$ cat src/common/cpu_status_defines.vh
// Purpose: register map and field positions of the cpu status block
// Assumes: apb with 32-bit data, one aligned word per register
// Notes:   offsets for status, control and interrupt registers are chosen
`ifndef CPU_STATUS_DEFINES_VH
`define CPU_STATUS_DEFINES_VH

// apb byte offsets
`define OFS_STATUS      8'h00
`define OFS_CONTROL     8'h04
`define OFS_INT_CTL_ONE 8'h08
`define OFS_EFF_PRIO    8'h0C
`define OFS_IRQ_STATUS  8'h10
`define OFS_IRQ_MASK    8'h14

// status word field positions
`define SR_CARRY        0
`define SR_ZERO         1
`define SR_WRAP         2
`define SR_NEG          3
`define SR_REPEAT       4
`define SR_PRIO_LO      5
`define SR_PRIO_HI      7
`define SR_NIBBLE       8

// control word field positions
`define CC_PRIO_TOP     3
`define CC_DATA_SAT     5
`define CC_DEPTH_LO     8
`define CC_DEPTH_HI     10
`define CC_EARLY_TERM   11
`define CC_UNSIGNED     12
`define CC_RESET        16'h0020
`define CC_WRITE_MASK   16'h18FF

// interrupt control one
`define IC1_NEST_DIS    15

// interrupt event bits
`define EV_PRIO_CHANGE  0
`define EV_WRAP         1
`define EV_WRITE_DROP   2
`define EV_WIDTH        3

`define PRIO_MASK_ALL   3'h7
`endif

$ cat src/rtl/alu_flag_calc.v
// Purpose: compute condition flags of one alu result
// Assumes: operands and raw sum come from the datapath in the same cycle
// Notes:   purely combinational
`timescale 1ns/100ps
`default_nettype none
module alu_flag_calc (
  // operation
  input  wire        byte_op,
  input  wire [15:0] op_a,
  input  wire [15:0] op_b,
  input  wire [15:0] result,
  input  wire        carry_out,
  input  wire        nibble_carry_in,
  // flags
  output wire        nibble_carry,
  output wire        negative,
  output wire        wrap,
  output wire        zero,
  output wire        carry
);
  // sign bits depend on operand size
  wire sa = byte_op ? op_a[7] : op_a[15];
  wire sb = byte_op ? op_b[7] : op_b[15];
  wire sr = byte_op ? result[7] : result[15];

  // datapath supplies the carry out of bit 3 or 7 itself
  assign nibble_carry = nibble_carry_in;
  assign negative     = sr;
  // like signs in, other sign out: the sign changed wrongly
  assign wrap  = (sa == sb) && (sr != sa);
  assign zero  = byte_op ? (result[7:0] == 8'h00)
                         : (result == 16'h0000);
  assign carry = carry_out;
endmodule // alu_flag_calc
`default_nettype wire

$ cat src/rtl/irq_gather.v
// Purpose: sticky event bits, mask and one level interrupt
// Assumes: clear by writing one; a new event wins over its clear
// Notes:   width is a parameter
`timescale 1ns/100ps
`default_nettype none
module irq_gather #(
  parameter W = 3
) (
  // clock and reset
  input  wire         sys_clk,
  input  wire         rst,
  // events and software
  input  wire [W-1:0] event_in,
  input  wire [W-1:0] clear_in,
  input  wire [W-1:0] mask,
  // results
  output reg  [W-1:0] sticky,
  output wire         irq
);
  // set wins over clear so an event in the clear cycle survives
  always @(posedge sys_clk or posedge rst) begin
    if (rst) begin
      sticky <= {W{1'b0}};
    end else begin
      sticky <= (sticky & ~clear_in) | event_in;
    end
  end

  assign irq = |(sticky & mask);
endmodule // irq_gather
`default_nettype wire

$ cat src/rtl/cpu_status_bank.v
// Purpose: cpu status word and core control word with apb access
// Assumes: datapath strobes one update per cycle; apb answers at once
// Notes:   accumulator and loop flags of the upper status byte omitted
`timescale 1ns/100ps
`default_nettype none
`include "cpu_status_defines.vh"

module cpu_status_bank (
  // clock and reset
  input  wire        sys_clk,
  input  wire        rst,
  // apb slave
  input  wire        psel,
  input  wire        penable,
  input  wire        pwrite,
  input  wire [7:0]  paddr,
  input  wire [31:0] pwdata,
  output wire        pready,
  output reg  [31:0] prdata,
  output wire        pslverr,
  // alu update from the datapath
  input  wire        alu_valid,
  input  wire        alu_byte,
  input  wire [15:0] alu_op_a,
  input  wire [15:0] alu_op_b,
  input  wire [15:0] alu_result,
  input  wire        alu_carry_out,
  input  wire        alu_nibble_out,
  input  wire [4:0]  alu_affect,
  // loop state from the sequencer
  input  wire        repeat_running,
  input  wire [2:0]  loop_depth,
  // priority access by interrupt logic
  input  wire        prio_load,
  input  wire [3:0]  prio_load_value,
  // outputs to the core
  output wire [15:0] cpu_status_word,
  output wire [15:0] core_control_word,
  output wire [3:0]  effective_priority,
  output wire        user_irq_blocked,
  output wire        unsigned_multiply_select,
  output wire        early_loop_terminate,
  output wire        data_write_saturate,
  output wire        irq
);
  // flag registers
  reg        nibble_carry_flag;
  reg  [2:0] cpu_priority_level;
  reg        negative_flag;
  reg        signed_wrap_flag;
  reg        zero_flag;
  reg        carry_flag;
  reg  [15:0] ctl;
  reg  [15:0] interrupt_ctl_one;
  reg  [`EV_WIDTH-1:0] irq_mask;

  wire [`EV_WIDTH-1:0] irq_sticky;
  wire       f_nib;
  wire       f_neg;
  wire       f_wrap;
  wire       f_zero;
  wire       f_carry;

  // apb decode: zero wait states, every access completes
  wire wr = psel && penable && pwrite;
  assign pready  = 1'b1;
  assign pslverr = 1'b0;

  function hit;
    input [7:0] addr;
    input [7:0] ofs;
    begin
      hit = (addr == ofs);
    end
  endfunction

  wire wr_status = wr && hit(paddr, `OFS_STATUS);
  wire wr_ctl    = wr && hit(paddr, `OFS_CONTROL);
  wire wr_ic1    = wr && hit(paddr, `OFS_INT_CTL_ONE);
  wire wr_isr    = wr && hit(paddr, `OFS_IRQ_STATUS);
  wire wr_imask  = wr && hit(paddr, `OFS_IRQ_MASK);
  wire nest_dis  = interrupt_ctl_one[`IC1_NEST_DIS];

  alu_flag_calc u_calc (
    .byte_op         (alu_byte),
    .op_a            (alu_op_a),
    .op_b            (alu_op_b),
    .result          (alu_result),
    .carry_out       (alu_carry_out),
    .nibble_carry_in (alu_nibble_out),
    .nibble_carry    (f_nib),
    .negative        (f_neg),
    .wrap            (f_wrap),
    .zero            (f_zero),
    .carry           (f_carry)
  );

  // condition flags; datapath update has priority over a software write
  always @(posedge sys_clk or posedge rst) begin
    if (rst) begin
      nibble_carry_flag <= 1'b0;
      negative_flag     <= 1'b0;
      signed_wrap_flag  <= 1'b0;
      zero_flag         <= 1'b0;
      carry_flag        <= 1'b0;
    end else if (alu_valid) begin
      // only the flags this instruction affects may move
      if (alu_affect[4])
        nibble_carry_flag <= f_nib;
      if (alu_affect[3])
        negative_flag <= f_neg;
      if (alu_affect[2])
        signed_wrap_flag <= f_wrap;
      // zero flag follows the result: set on zero result, cleared by non-zero
      if (alu_affect[1])
        zero_flag <= f_zero;
      if (alu_affect[0])
        carry_flag <= f_carry;
    end else if (wr_status) begin
      nibble_carry_flag <= pwdata[`SR_NIBBLE];
      negative_flag     <= pwdata[`SR_NEG];
      signed_wrap_flag  <= pwdata[`SR_WRAP];
      zero_flag         <= pwdata[`SR_ZERO];
      carry_flag        <= pwdata[`SR_CARRY];
    end
  end

  // priority level: interrupt logic load beats software write
  always @(posedge sys_clk or posedge rst) begin
    if (rst) begin
      cpu_priority_level <= 3'h0;
    end else if (prio_load) begin
      cpu_priority_level <= prio_load_value[2:0];
    end else if (wr_status && !nest_dis) begin
      // locked against software while nesting is disabled
      cpu_priority_level <= pwdata[`SR_PRIO_HI:`SR_PRIO_LO];
    end
  end

  // control word; top priority bit may be cleared by software only
  always @(posedge sys_clk or posedge rst) begin
    if (rst) begin
      ctl <= `CC_RESET;
    end else begin
      if (wr_ctl)
        ctl <= (pwdata[15:0] & `CC_WRITE_MASK) |
               (ctl & ~`CC_WRITE_MASK);
      if (wr_ctl && !pwdata[`CC_PRIO_TOP])
        ctl[`CC_PRIO_TOP] <= 1'b0;
      else if (wr_ctl)
        ctl[`CC_PRIO_TOP] <= ctl[`CC_PRIO_TOP];
      if (prio_load)
        ctl[`CC_PRIO_TOP] <= prio_load_value[3];
    end
  end

  // interrupt control one and event mask
  always @(posedge sys_clk or posedge rst) begin
    if (rst) begin
      interrupt_ctl_one <= 16'h0000;
      irq_mask          <= {`EV_WIDTH{1'b0}};
    end else begin
      if (wr_ic1)
        interrupt_ctl_one <= pwdata[15:0];
      if (wr_imask)
        irq_mask <= pwdata[`EV_WIDTH-1:0];
    end
  end

  // events: priority change, signed wrap, refused priority write
  wire [`EV_WIDTH-1:0] events;
  assign events[`EV_PRIO_CHANGE] = prio_load;
  assign events[`EV_WRAP]        = alu_valid && alu_affect[2] && f_wrap;
  assign events[`EV_WRITE_DROP]  = wr_status && nest_dis && !prio_load &&
         (pwdata[`SR_PRIO_HI:`SR_PRIO_LO] != cpu_priority_level);

  irq_gather #(.W(`EV_WIDTH)) u_irq (
    .sys_clk  (sys_clk),
    .rst      (rst),
    .event_in (events),
    .clear_in (wr_isr ? pwdata[`EV_WIDTH-1:0] : {`EV_WIDTH{1'b0}}),
    .mask     (irq_mask),
    .sticky   (irq_sticky),
    .irq      (irq)
  );

  // assembled words; loop depth and repeat flag follow the sequencer
  assign cpu_status_word = {7'h00, nibble_carry_flag, cpu_priority_level,
                            repeat_running,
                            negative_flag, signed_wrap_flag,
                            zero_flag, carry_flag};
  assign core_control_word = {ctl[15:11], loop_depth,
                              ctl[7:0]};
  assign effective_priority = {ctl[`CC_PRIO_TOP],
                               cpu_priority_level};
  // top bit or level seven shuts out user interrupts
  assign user_irq_blocked = ctl[`CC_PRIO_TOP] ||
                            (cpu_priority_level == `PRIO_MASK_ALL);
  assign unsigned_multiply_select = ctl[`CC_UNSIGNED];
  assign early_loop_terminate     = ctl[`CC_EARLY_TERM];
  assign data_write_saturate      = ctl[`CC_DATA_SAT];

  // read data registered in the setup cycle, valid in the access phase
  always @(posedge sys_clk or posedge rst) begin
    if (rst) begin
      prdata <= 32'h00000000;
    end else if (psel && !penable && !pwrite) begin
      case (paddr)
        `OFS_STATUS:      prdata <= {16'h0000, cpu_status_word};
        `OFS_CONTROL:     prdata <= {16'h0000, core_control_word};
        `OFS_INT_CTL_ONE: prdata <= {16'h0000, interrupt_ctl_one};
        `OFS_EFF_PRIO:    prdata <= {28'h0000000, effective_priority};
        `OFS_IRQ_STATUS:  prdata <= {29'h00000000, irq_sticky};
        `OFS_IRQ_MASK:    prdata <= {29'h00000000, irq_mask};
        default:          prdata <= 32'h00000000;
      endcase
    end
  end
endmodule // cpu_status_bank
`default_nettype wire

$ cat config.mk
export PLATFORM = sky130hd
export DESIGN_NAME = cpu_status_bank
export DESIGN_NICKNAME = d
export VERILOG_FILES = /design/src/rtl/alu_flag_calc.v /design/src/rtl/irq_gather.v /design/src/rtl/cpu_status_bank.v
export VERILOG_INCLUDE_DIRS = /design/src /design/src/common
export SDC_FILE = /design/constraint.sdc
export NUM_CORES = 1
export LEC_CHECK = 0
export BUFFER_PORTS_ARGS = -buffer_cell sky130_fd_sc_hd__buf_2
export CAP_MARGIN = 25
export CELL_PAD_IN_SITES_DETAIL_PLACEMENT = 1
export CELL_PAD_IN_SITES_GLOBAL_PLACEMENT = 1
export CORE_MARGIN = 2
export CORE_UTILIZATION = 34
export CTS_CLUSTER_DIAMETER = 120
export DETAILED_ROUTE_END_ITERATION = 7
export PLACE_DENSITY_LB_ADDON = 0.1
export SLEW_MARGIN = 0
export SYNTH_ARGS = -nofsm -noshare
export SYNTH_HDL_FRONTEND = slang
export SYNTH_SLANG_ARGS = --single-unit
$ cat constraint.sdc
create_clock -name sys_clk -period 3 [get_ports sys_clk]
set_clock_uncertainty 0.15 [all_clocks]
set_input_delay 0.6 -clock sys_clk [delete_from_list [all_inputs] [get_ports sys_clk]]
set_output_delay 0.6 -clock sys_clk [all_outputs]
set_load 0.02 [all_outputs]
# After elaboration in Yosys (flattened, before gate mapping)
# Cells that the tools add are included.
totals:
  regBits: 78
  latch_bits: 0
  mem_bits_rw: 0
  romBits: 0
  input_bits: 111
  word_cells: 91
  n_memories: 0
op_classes:
  addsub: 0
  multipliers: 0
  div: 0
  order_cmp: 0
  eq_ne: 14
  shift: 0
  muxes: 25
  bitwise_logic: 5
  n_reduce_logical: 35
ops:
  columns: ["operator", "count"]
  rows:
  - ["$pmux W16 S6", 1]
  - ["$mux W1", 21]
  - ["$logic_and A1 B1 Y1", 17]
  - ["$eq A8 B4 Y1 const B", 2]
  - ["$eq A8 B5 Y1 const B", 2]
  - ["$logic_not A16 Y1", 1]
  - ["$logic_not A8 Y1", 2]
  - ["$or A13 B16 Y16", 1]
  - ["$ne A2 B1 Y1 const B", 5]
  - ["$reduce_and A2 Y1", 5]
  - ["$mux W3", 3]
  - ["$eq A8 B3 Y1 const B", 1]
  - ["$and A3 B3 Y3", 2]
  - ["$reduce_bool A2 Y1", 3]
  - ["$logic_not A1 Y1", 5]
  - ["$eq A3 B3 Y1 const B", 1]
  - ["$ne A3 B3 Y1", 1]
  - ["$not A3 Y3", 1]
  - ["$or A3 B3 Y3", 1]
  - ["$reduce_or A3 Y1", 1]
  - ["$eq A1 B1 Y1", 1]
  - ["$logic_or A1 B1 Y1", 1]
  - ["$ne A1 B1 Y1", 1]

# Longest topological paths before layout
# Gate-level depths: netlist of the first run.
depth:
  word_depth: 7
  ltp_mapped: 6
  depth_no_buf: 4

# By module
# Synthesis of the first run repeated with hierarchy kept, for this count alone.
hier_totals:
  hier_cells: 299
  hier_area_um2: 3284.4
modules_own_cells:
  columns: ["mod", "n_inst", "cells_per_inst", "area_each_um2"]
  rows:
  - ["cpu_status_bank", 1, 270, 3037.9]
  - ["irq_gather", 1, 12, 126.4]
  - ["alu_flag_calc", 1, 17, 120.1]

# Worst setup path before layout of the first run
# Ideal clock, no wire load.
synth_path:
  kind: "input port to flip-flop"
  start: "input port paddr[4]"
  end: "register interrupt_ctl_one[0]"
  setup_ps: 125
  arrival_time_ps: 1734
  t_required_ps: 2725
  setup_slack_ps: 991
  path_stages: 5
  path_buffers: 2
  path_cell_list: "buf_2 -> nor3_1 -> nand4_4 -> buf_6 -> mux2_2"
synth_between:
  elab_chain_len: 2
synth_rtl:
  columns: ["element", "line", "text"]
  rows:
  - ["start: declaration", "cpu_status_bank.v:16", "input wire [7:0] paddr,"]
  - ["$eq A8 B4 Y1", "cpu_status_bank.v:73", "hit = (addr == ofs);"]
  - ["$logic_and A1 B1 Y1", "cpu_status_bank.v:79", "wire wr_ic1 = wr && hit(paddr, `OFS_INT_CTL_ONE);"]
  - ["end signal: assignment", "cpu_status_bank.v:164", "interrupt_ctl_one <= pwdata[15:0];"]
  - ["end: declaration", "cpu_status_bank.v:54", "reg [15:0] interrupt_ctl_one;"]
# No other way between the ends.
# A chain may end at the register's enable or synchronous reset.

# Worst setup path after layout of the first run
layout_path:
  start: "input port paddr[3]"
  end: "register irq_mask[0]"
layout_between:
  elab_chain_len: 2
layout_rtl:
  columns: ["element", "line", "text"]
  rows:
  - ["$eq A8 B5 Y1", "cpu_status_bank.v:73", null]
  - ["$logic_and A1 B1 Y1", "cpu_status_bank.v:81", "wire wr_imask = wr && hit(paddr, `OFS_IRQ_MASK);"]
  - ["end signal: assignment", "cpu_status_bank.v:161", "irq_mask <= {`EV_WIDTH{1'b0}};"]
  - ["end signal: assignment", "cpu_status_bank.v:166", "irq_mask <= pwdata[`EV_WIDTH-1:0];"]
  - ["end: declaration", "cpu_status_bank.v:55", "reg [`EV_WIDTH-1:0] irq_mask;"]
# No other way between the ends.

==> results.cfg, run 1 <==
[final_layout]
area_growth_pct = 18.0
diodes = 0
n_fill_cell = 1061
final_cell_area_mm2 = 0.00374
drive_gt1_share_pct = 42.4
layout_common_cells = buf_2, dfrtp_1, mux2_2, conb_1, nand2_1
nNetsFinal = 499
final_common_cell = buf_2

[drt]
postRouteAntennaNets = 0
drtPass1Iterations = 4
viasPerCell = 5.07
wl_per_cell_um = 16.8
drt_wl_total_um = 8420
drcViolationCount = 0
vias = 2533
drt_iter0_drc = 71

[timing]
maxSlewViolCount = 0
relSlewSlack_pct = 59.9
fin_crit_ns = 2.12
rsz0062_at_grt = no
max_freq_ghz = 0.471
whs_ns = 0.200
post-route-period-util_pct = 70.8
setup_tns_ns = 0
worstMarginPinSlew_ns = 0.601
finalHoldViolCount = 0
report.final.setup_viol = 0

[global_route]
antenna_found_initial = 0
grt_max_degree = 32
gr-usage-all-layers_pct = 17.1
overflow = 0
grt_pass1_vias = 2558
grt_pass1_wl_um = 13300

[power]
clkPwrFrac_pct = 31.6
p_seq_share_pct = 51.0
p_switching_w = 0.000447
combPwrFrac_pct = 17.4
p_leak_nw = 1.99
p_int_w = 0.00112
powerDensity_mw_per_mm2 = 420
switching_share_pct = 28.5
ir_worst_vdd_uv = 236

[placed_design]
placed_area_mm2 = 0.00363
place_congestion = 0.735
io_buffers = 113
dp_hpwl_um = 6430

[critical_path]
rr_startpoint = interrupt_ctl_one[15]$_DFFE_PP0P_
end_kind = flop
r2r_slack_ns = 1.53
crit_path_start_kind = input port
cp.required_ns = 3.06
rr_worst_depth = 4
crit_type = in -> reg
r2r_end = cpu_priority_level[1]$_DFFE_PP0P_
worstPathMaxFanout = 8
worstPathArrival_ns = 2.18

[logic_synthesis]
synthArstFlopShare_pct = 100
ys_seq_area_share_pct = 44.3
yosys.area.top_type = dfrtp_1
synth_top_cell_area_share_pct = 43.4
syn-cell-area_mm2 = 0.00317
synthCells = 293
avgSynthCellArea_um2 = 10.8
ys_ff_latch = 56
synth_area_leaders = dfrtp_1, buf_4, mux2_2
yosysWarnings = 0
synth_edf_count = 0
yosys_most_used_dff = dfrtp_1
synth_cell_types = 46

[floorplan]
die_height_um = 101
start_util_pct = 34.6
num_rows = 35
pin_count = 186
die_x_um = 101
core_area_mm2 = 0.00915
dieArea_mm2 = 0.0101

[cts]
clk_latency_ns = 0.31
cts_buffer_depth = 2
cts_made_buffers = 5
cts_hold_buf = 0
htreeDepth = 2
tritoncts = built
cts.reportedPaths.clkPinSlew_ns = 0.10
cts.sinks = 56
cts_setup_buffers = 0
cts_root_buf = clkbuf_8
cts.repair.resized = 0

[flow_run]
cap_violations = 0

[worst_hold_path]
min_path_type = in -> async

[status]
status = completed
==> worst max path at each step <==
stage,end,slack (ns),startpoint
CTS,irq,0.88,u_irq.sticky[1]$_DFF_PP0_
detailed placement,irq_mask[0]$_DFFE_PP0P_,0.55,paddr[3]
finish,irq_mask[0]$_DFFE_PP0P_,0.88,paddr[3]
floorplan,carry_flag$_DFFE_PP0P_,0.88,rst
global route,irq_mask[1]$_DFFE_PP0P_,0.77,paddr[3]
global placement,irq_mask[0]$_DFFE_PP0P_,0.54,paddr[3]
==> logic make-up (layout without fill, tap and decap cells) <==
| logic type | after synthesis | count (layout) | share of synthesized area, % |
|---|---|---|---|
| and+or+nand+nor | 71 | 71 | 13.1 |
| muxes | 52 | 52 | 18.7 |
| xor gates and xnor gates | 3 | 3 | 0.829 |
| AOI/OAI and AO/OA | 46 | 46 | 9.79 |
| buffers and inverters | 63 | 133 | 13.1 |
| other | 2 | 28 | 0.237 |
| DFF | 56 | 56 | 44.3 |
==> flip-flops by register name (all words and copies together), names as in the netlist <==
| register | count |
|---|---|
| zero_flag | 1 |
| cpu_priority_level | 3 |
| negative_flag | 1 |
| interrupt_ctl_one | 16 |
| ctl | 10 |
| nibble_carry_flag | 1 |
| prdata | 16 |
| irq_mask | 3 |
| signed_wrap_flag | 1 |
| u_irq.sticky | 3 |
| carry_flag | 1 |
==> power groups by stage <==
stage	Combinational (W)	Sequential, W	Clock [W]
after floorplan	0.000210	0.000817	0
after global placement	0.000272	0.000817	0
after detailed placement	0.000276	0.000817	0
after CTS	0.000277	0.000803	0.000514
after global routing	0.000301	0.000806	0.000542
final	0.000273	0.000801	0.000497
==> layout make-up <==
class / instances / area [um^2] / area share (%)
flip-flops and latches: 56 / 1400 / 37.5
well taps: 111 / 139 / 3.71
clock inverters: 2 / 35.0 / 0.936
repair buffers: 118 / 616 / 16.5
clock buffers: 6 / 72.6 / 1.94
inverters: 7 / 26.3 / 0.702
multi-input cells: 200 / 1450 / 38.8
==> through the flow <==
step                      instances  total power [W]  utilization (%)  setup WS [ns]
final                           500          0.00157             40.9          0.877
after global routing            500          0.00165             40.9          0.771
after CTS                       500          0.00159             40.9          0.885
after detailed placement        492          0.00109             39.7          0.547
after global placement          492          0.00109             39.7          0.543
after floorplan                 319          0.00103                -          0.880
==> per-layer routing <==
metal  GRT usage, %  wire length (um)
met5              0                 0
met3           3.47               407
met4           3.48                66
met1           23.3              3810
met2           28.2              4140
==> cell usage after synthesis, types with 4 or more instances <==
cell / count
a21oi_1: 7
a22oi_1: 4
buf_4: 44
clkbuf_1: 5
dfrtp_1: 55
inv_1: 7
mux2_2: 28
mux2i_1: 21
nand2_1: 27
nor2_1: 6
nor3_1: 9
o21ai_0: 16
o221ai_1: 6
o41ai_1: 4
==> worst max-delay path, cell delays in order <==
cell and delay [ns]:
buf_2 0.17, nor3_1 0.48, nand2_1 0.24, nor2_1 0.32, mux2_2 0.37
Power figures use the tool's default switching activity.
==> run 2, diff against run 1 <==
--- a/config.mk
+++ b/config.mk
@@ -11,7 +11,7 @@
 export CELL_PAD_IN_SITES_DETAIL_PLACEMENT = 1
 export CELL_PAD_IN_SITES_GLOBAL_PLACEMENT = 1
 export CORE_MARGIN = 2
-export CORE_UTILIZATION = 34
+export CORE_UTILIZATION = 29
 export CTS_CLUSTER_DIAMETER = 120
 export DETAILED_ROUTE_END_ITERATION = 7
 export PLACE_DENSITY_LB_ADDON = 0.1
==> constraint.sdc (replaced) <==
create_clock -name sys_clk -period 1.8 [get_ports sys_clk]
set_clock_uncertainty 0.15 [all_clocks]
set_input_delay 0.36 -clock sys_clk [delete_from_list [all_inputs] [get_ports sys_clk]]
set_output_delay 0.36 -clock sys_clk [all_outputs]
set_load 0.02 [all_outputs]
==> run 2 against run 1 <==
Compared with the run above: sequential power up 67%; via count is 2.1% higher; highest routed layer unchanged; critical path type is now reg -> out; hold slack worse by 0.088 ns; register-to-register slack lost 1.2 ns; non-clock buffer count is 29 higher; total power grew 58%; clock-buffer cell count did not move; worst setup slack lost 0.90 ns; cell area rose by 6.2%; utilization fell by 3.9 points; global-route usage decreased by 1.9 points; critical endpoint is now irq; the run now ends with setup timing left.
==> results.cfg, run 2 (synthesis gave the netlist of run 1 again) <==
[final_layout]
top_regs = interrupt_ctl_one x16, prdata x16, ctl x10
fin_cells = 557
nNetsFinal = 528
layout_common_cells = buf_2, dfrtp_1, buf_4
diodes = 0
area_growth_pct = 25.3
drive_gt1_share_pct = 46.0
final_common_cell = buf_2

[critical_path]
crit_type = reg -> out
end_kind = primary output
crit_end = irq
r2r_end = cpu_priority_level[2]$_DFFE_PP0P_
crit_start = irq_mask[1]$_DFFE_PP0P_
crit_path_start_kind = flop
rr_worst_depth = 4
cp.required_ns = 1.29
path_cells = a222oi_1, inv_1, buf_2
critPathMaxStageDelay_ns = 0.41
worstPathArrival_ns = 1.31
r2r_slack_ns = 0.37
cp_slowest_cell = dfrtp_1
worstPathMaxFanout = 3
rr_startpoint = interrupt_ctl_one[15]$_DFFE_PP0P_

[cts]
cts.reportedPaths.clkPinSlew_ns = 0.10
cts_root_buf = clkbuf_8
cts_buffer_depth = 2
cts.sinks = 56
cts.repair.resized = 0
tritoncts = built
cts_made_buffers = 5
cts_setup_buffers = 0
htreeDepth = 2
clk_latency_ns = 0.30

[flow_run]
cap_violations = 0

[timing]
setup_tns_ns = -0.0199
post-route-period-util_pct = 101
rsz0062_at_grt = yes
max_freq_ghz = 0.549
fin_crit_ns = 1.82
fin_ws_ns = -0.0199
finalHoldViolCount = 0
report.final.setup_viol = 1
maxSlewViolCount = 0

[drt]
vias = 2585
viasPerCell = 4.64
drtPass1Iterations = 4
drt_wl_total_um = 8680
postRouteAntennaNets = 0
wl_per_cell_um = 15.6
drt_iter0_drc = 124
drcViolationCount = 0

[placed_design]
place_congestion = 0.748
dpl.cell_count = 549
dp_hpwl_um = 6940
io_buffers = 113

[status]
violations = setup timing
status = finished with violations

[global_route]
grt_pass1_wl_um = 13800
antenna_found_initial = 0
grt_pass1_vias = 2565
grt_max_degree = 57
overflow = 0
gr-usage-all-layers_pct = 15.2

[floorplan]
core_area_mm2 = 0.0107
start_util_pct = 29.5
pin_count = 186
die_height_um = 109
die_x_um = 109
num_rows = 38
dieArea_mm2 = 0.0118

[power]
powerDensity_mw_per_mm2 = 625
p_leak_nw = 2.11
power.total_w = 0.00248
ir_worst_vdd_uv = 321

[worst_hold_path]
min_path_type = in -> reg
[run 2: cell types whose count changed in the layout (fill, tap and decap cells not counted)]
cell / change
dlygate4sd3_1: +1
bufinv_16: -1
buf_4: +28
inv_2: -1
clkinvlp_4: +1
[run 2: what timing repair did]
item                       CTS  global route
setup endpoints to repair    1             1
pin swaps                    1             0
hold buffers                 1             0
hold endpoints to repair    55             0
[run 2: per-stage QoR]
| stage | util (%) | instance area [um^2] | worst slack, ns | hold WS, ns |
|---|---|---|---|---|
| final | 37.0 | 3970 | -0.0199 | 0.112 |
| after global placement | 36.1 | 3880 | -0.163 | 0.316 |
| after global routing | 37.0 | 3970 | -0.156 | 0.117 |
| after detailed placement | 36.1 | 3880 | -0.162 | 0.316 |
| after CTS | 37.0 | 3970 | -0.0551 | 0.100 |
| after floorplan | - | 3270 | 0.0313 | 0.290 |
[run 2: worst min path at each step]
| stage | start | to | slack (ns) | depth (start not counted) |
|---|---|---|---|---|
| after global placement | rst | prdata[4]$_DFFE_PP0P_ | 0.32 | 3 |
| after floorplan | rst | carry_flag$_DFFE_PP0P_ | 0.29 | 1 |
| final | prio_load_value[3] | ctl[3]$_DFFE_PP0P_ | 0.11 | 3 |
| after global routing | pwdata[14] | interrupt_ctl_one[14]$_DFFE_PP0P_ | 0.12 | 2 |
| after detailed placement | rst | interrupt_ctl_one[4]$_DFFE_PP0P_ | 0.32 | 3 |
| after CTS | prio_load_value[3] | ctl[3]$_DFFE_PP0P_ | 0.10 | 3 |
[run 2: routing by layer]
layer | vias to the layer above | GRT usage (%) | routed length (um)
met3 | 6 | 2.23 | 480
met5 | - | 0 | 0
li1 | 1233 | - | -
met2 | 96 | 24.9 | 4110
met1 | 1250 | 21.1 | 4010
met4 | 0 | 3.66 | 74
[run 2: layout make-up]
type	instances	area (um^2)
tap	140	175
inverter	7	30.0
multi-input combinational	200	1450
timing repair buffer	147	836
sequential	56	1400
fill	1286	6770
clock buffer	6	72.6
clock inverter	1	5.00
[run 2: worst max-delay path, delay by kind of cell, from the launching register on]
kind / cells / cell delay, ns
compound gates: 1 / 0.37
flops: 1 / 0.41
buf+inv: 2 / 0.23
[run 2: where the power goes]
group          switching, W  internal [W]  total (W)  leakage, nW
clock              0.000391      0.000266   0.000657       0.0410
sequential        0.0000433       0.00129    0.00134        0.751
combinational      0.000296      0.000192   0.000487         1.32
==> run 3, diff against run 2 <==
--- a/config.mk
+++ b/config.mk
@@ -10,10 +10,11 @@
 export CAP_MARGIN = 25
 export CELL_PAD_IN_SITES_DETAIL_PLACEMENT = 1
 export CELL_PAD_IN_SITES_GLOBAL_PLACEMENT = 1
-export CORE_MARGIN = 2
+export CORE_MARGIN = 1.5
 export CORE_UTILIZATION = 29
 export CTS_CLUSTER_DIAMETER = 120
 export DETAILED_ROUTE_END_ITERATION = 7
+export HOLD_SLACK_MARGIN = 0.02
 export PLACE_DENSITY_LB_ADDON = 0.1
 export SLEW_MARGIN = 0
 export SYNTH_ARGS = -nofsm -noshare
==> run 3 against run 2 <==
Compared with the run above: the run still ends with setup timing left; non-clock buffer count down 6; hold slack worse by 0.016 ns; cell count down 1.6%; clock-buffer cell count up 1; routed wire length up 1.2%; highest routed layer unchanged.
==> results.cfg, run 3 (synthesis gave the netlist of run 1 again) <==
[floorplan]
num_rows = 37
start_util_pct = 30.3
dieArea_mm2 = 0.0116
pin_count = 186
die_height_um = 108
die_x_um = 108
core_area_mm2 = 0.0105

[timing]
finalHoldViolCount = 0
fin_crit_ns = 1.84
post-route-period-util_pct = 102
max_freq_ghz = 0.545
fin_ws_ns = -0.0361
setup_tns_ns = -0.0361
report.final.setup_viol = 1
rsz0062_at_grt = yes
maxSlewViolCount = 0

[critical_path]
critPathMaxStageDelay_ns = 0.42
path_cells = a222oi_1, inv_1, buf_2
cp_top_family = flip-flops
crit_path_start_kind = flop
crit_type = reg -> out
cp_num_buf_inv = 2
worstPathArrival_ns = 1.33
cp.required_ns = 1.29
cp_slowest_cell = dfrtp_1
worstPathMaxFanout = 3
end_kind = primary output
r2r_slack_ns = 0.34

[global_route]
antenna_found_initial = 0
grt_max_degree = 57
overflow = 0
gr-usage-all-layers_pct = 15.4
grt_pass1_vias = 2567
grt_pass1_wl_um = 13500

[drt]
drt_wl_total_um = 8780
drcViolationCount = 0
viasPerCell = 4.74
wl_per_cell_um = 16.0
drtPass1Iterations = 4
drt_iter0_drc = 67
postRouteAntennaNets = 0
vias = 2598

[placed_design]
placed_area_mm2 = 0.00388
dpl.cell_count = 538
place_congestion = 0.752
io_buffers = 113
dp_hpwl_um = 6870

[cts]
cts_buffer_depth = 2
cts_root_buf = clkbuf_8
tritoncts = built
cts_made_buffers = 5
cts.sinks = 56
cts.reportedPaths.clkPinSlew_ns = 0.11
htreeDepth = 2
clk_latency_ns = 0.31

[power]
power.total_w = 0.00255
p_leak_nw = 2.11
powerDensity_mw_per_mm2 = 640
ir_worst_vdd_uv = 259

[final_layout]
drive_gt1_share_pct = 45.6
final_common_cell = buf_2
post-route-util_pct = 38.1
diodes = 0
nNetsFinal = 522
top_regs = interrupt_ctl_one x16, prdata x16, ctl x10
fin_cells = 548
final_cell_area_mm2 = 0.00399
layout_common_cells = buf_2, dfrtp_1, mux2_2, conb_1, nand2_1
area_growth_pct = 25.9

[flow_run]
cap_violations = 0

[status]
status = finished with violations
violations = setup timing

[worst_hold_path]
min_path_type = in -> reg
## run 3: cell types whose count changed in the layout (fill, tap and decap cells not counted), sizes merged
cell	previous run	this run
buf	146	140
clkinvlp	1	2
clkinv	1	0
clkbuf	6	7
## run 3: area by class of cell
cell class / instances / area [um^2]
flip-flops and latches: 56 / 1400
clock buffers: 7 / 86.3
inverters: 7 / 30.0
clock inverters: 1 / 7.51
fillers: 1259 / 6470
repair buffers: 141 / 841
well taps: 136 / 170
multi-input cells: 200 / 1450
## run 3: what timing repair did
item | CTS | global route
gates resized for setup | 0 | 1
pin swaps | 1 | 1
gates cloned | 0 | 0
hold buffers | 1 | 0
endpoints found under the setup margin | 1 | 2
endpoints found under the hold margin | 55 | 0
setup buffers | 1 | 0
## run 3: through the flow
stage / hold WS, ns / worst slack [ns]
4_1_cts: 0.0852 / -0.0530
3_3_place_gp: 0.308 / -0.139
2_1_floorplan: 0.290 / 0.0313
3_5_place_dp: 0.317 / -0.156
5_1_grt: 0.0972 / -0.0976
6_report: 0.0961 / -0.0361
## run 3: layer usage
layer  GRT usage (%)  share of wire (%)  vias to the layer above
li1                -                  -                     1222
met1            20.9                 45                     1280
met2            25.0                 48                       87
met3            2.85                5.4                        9
met4            4.04                1.5                        0
met5               0                  0                        -
## run 3: path summary, 6_finish.rpt
kind,from,endpoint,cells past startpoint
worst min register to register,prdata[9]$_DFFE_PP0P_,prdata[9]$_DFFE_PP0P_,2
min in group asynchronous,rst,cpu_priority_level[2]$_DFFE_PP0P_,4
max in group asynchronous,rst,ctl[5]$_DFFE_PP1P_,4
worst max-delay path,u_irq.sticky[1]$_DFF_PP0_,irq,3
worst min-delay path,prio_load_value[1],cpu_priority_level[1]$_DFFE_PP0P_,3
worst max register to register,irq_mask[1]$_DFFE_PP0P_,prdata[1]$_DFFE_PP0P_,4
## run 3: power breakdown
part           total, W  internal, W  switching, W
Combinational  0.000485     0.000190      0.000296
Sequential      0.00134      0.00129     0.0000450
Clock          0.000729     0.000314      0.000415
## run 3: worst reg2reg max path: stages (launching register included)
cell and delay, ns:
dfrtp_1 0.41, buf_4 0.15, mux4_2 0.45, inv_1 0.07, o221ai_1 0.11
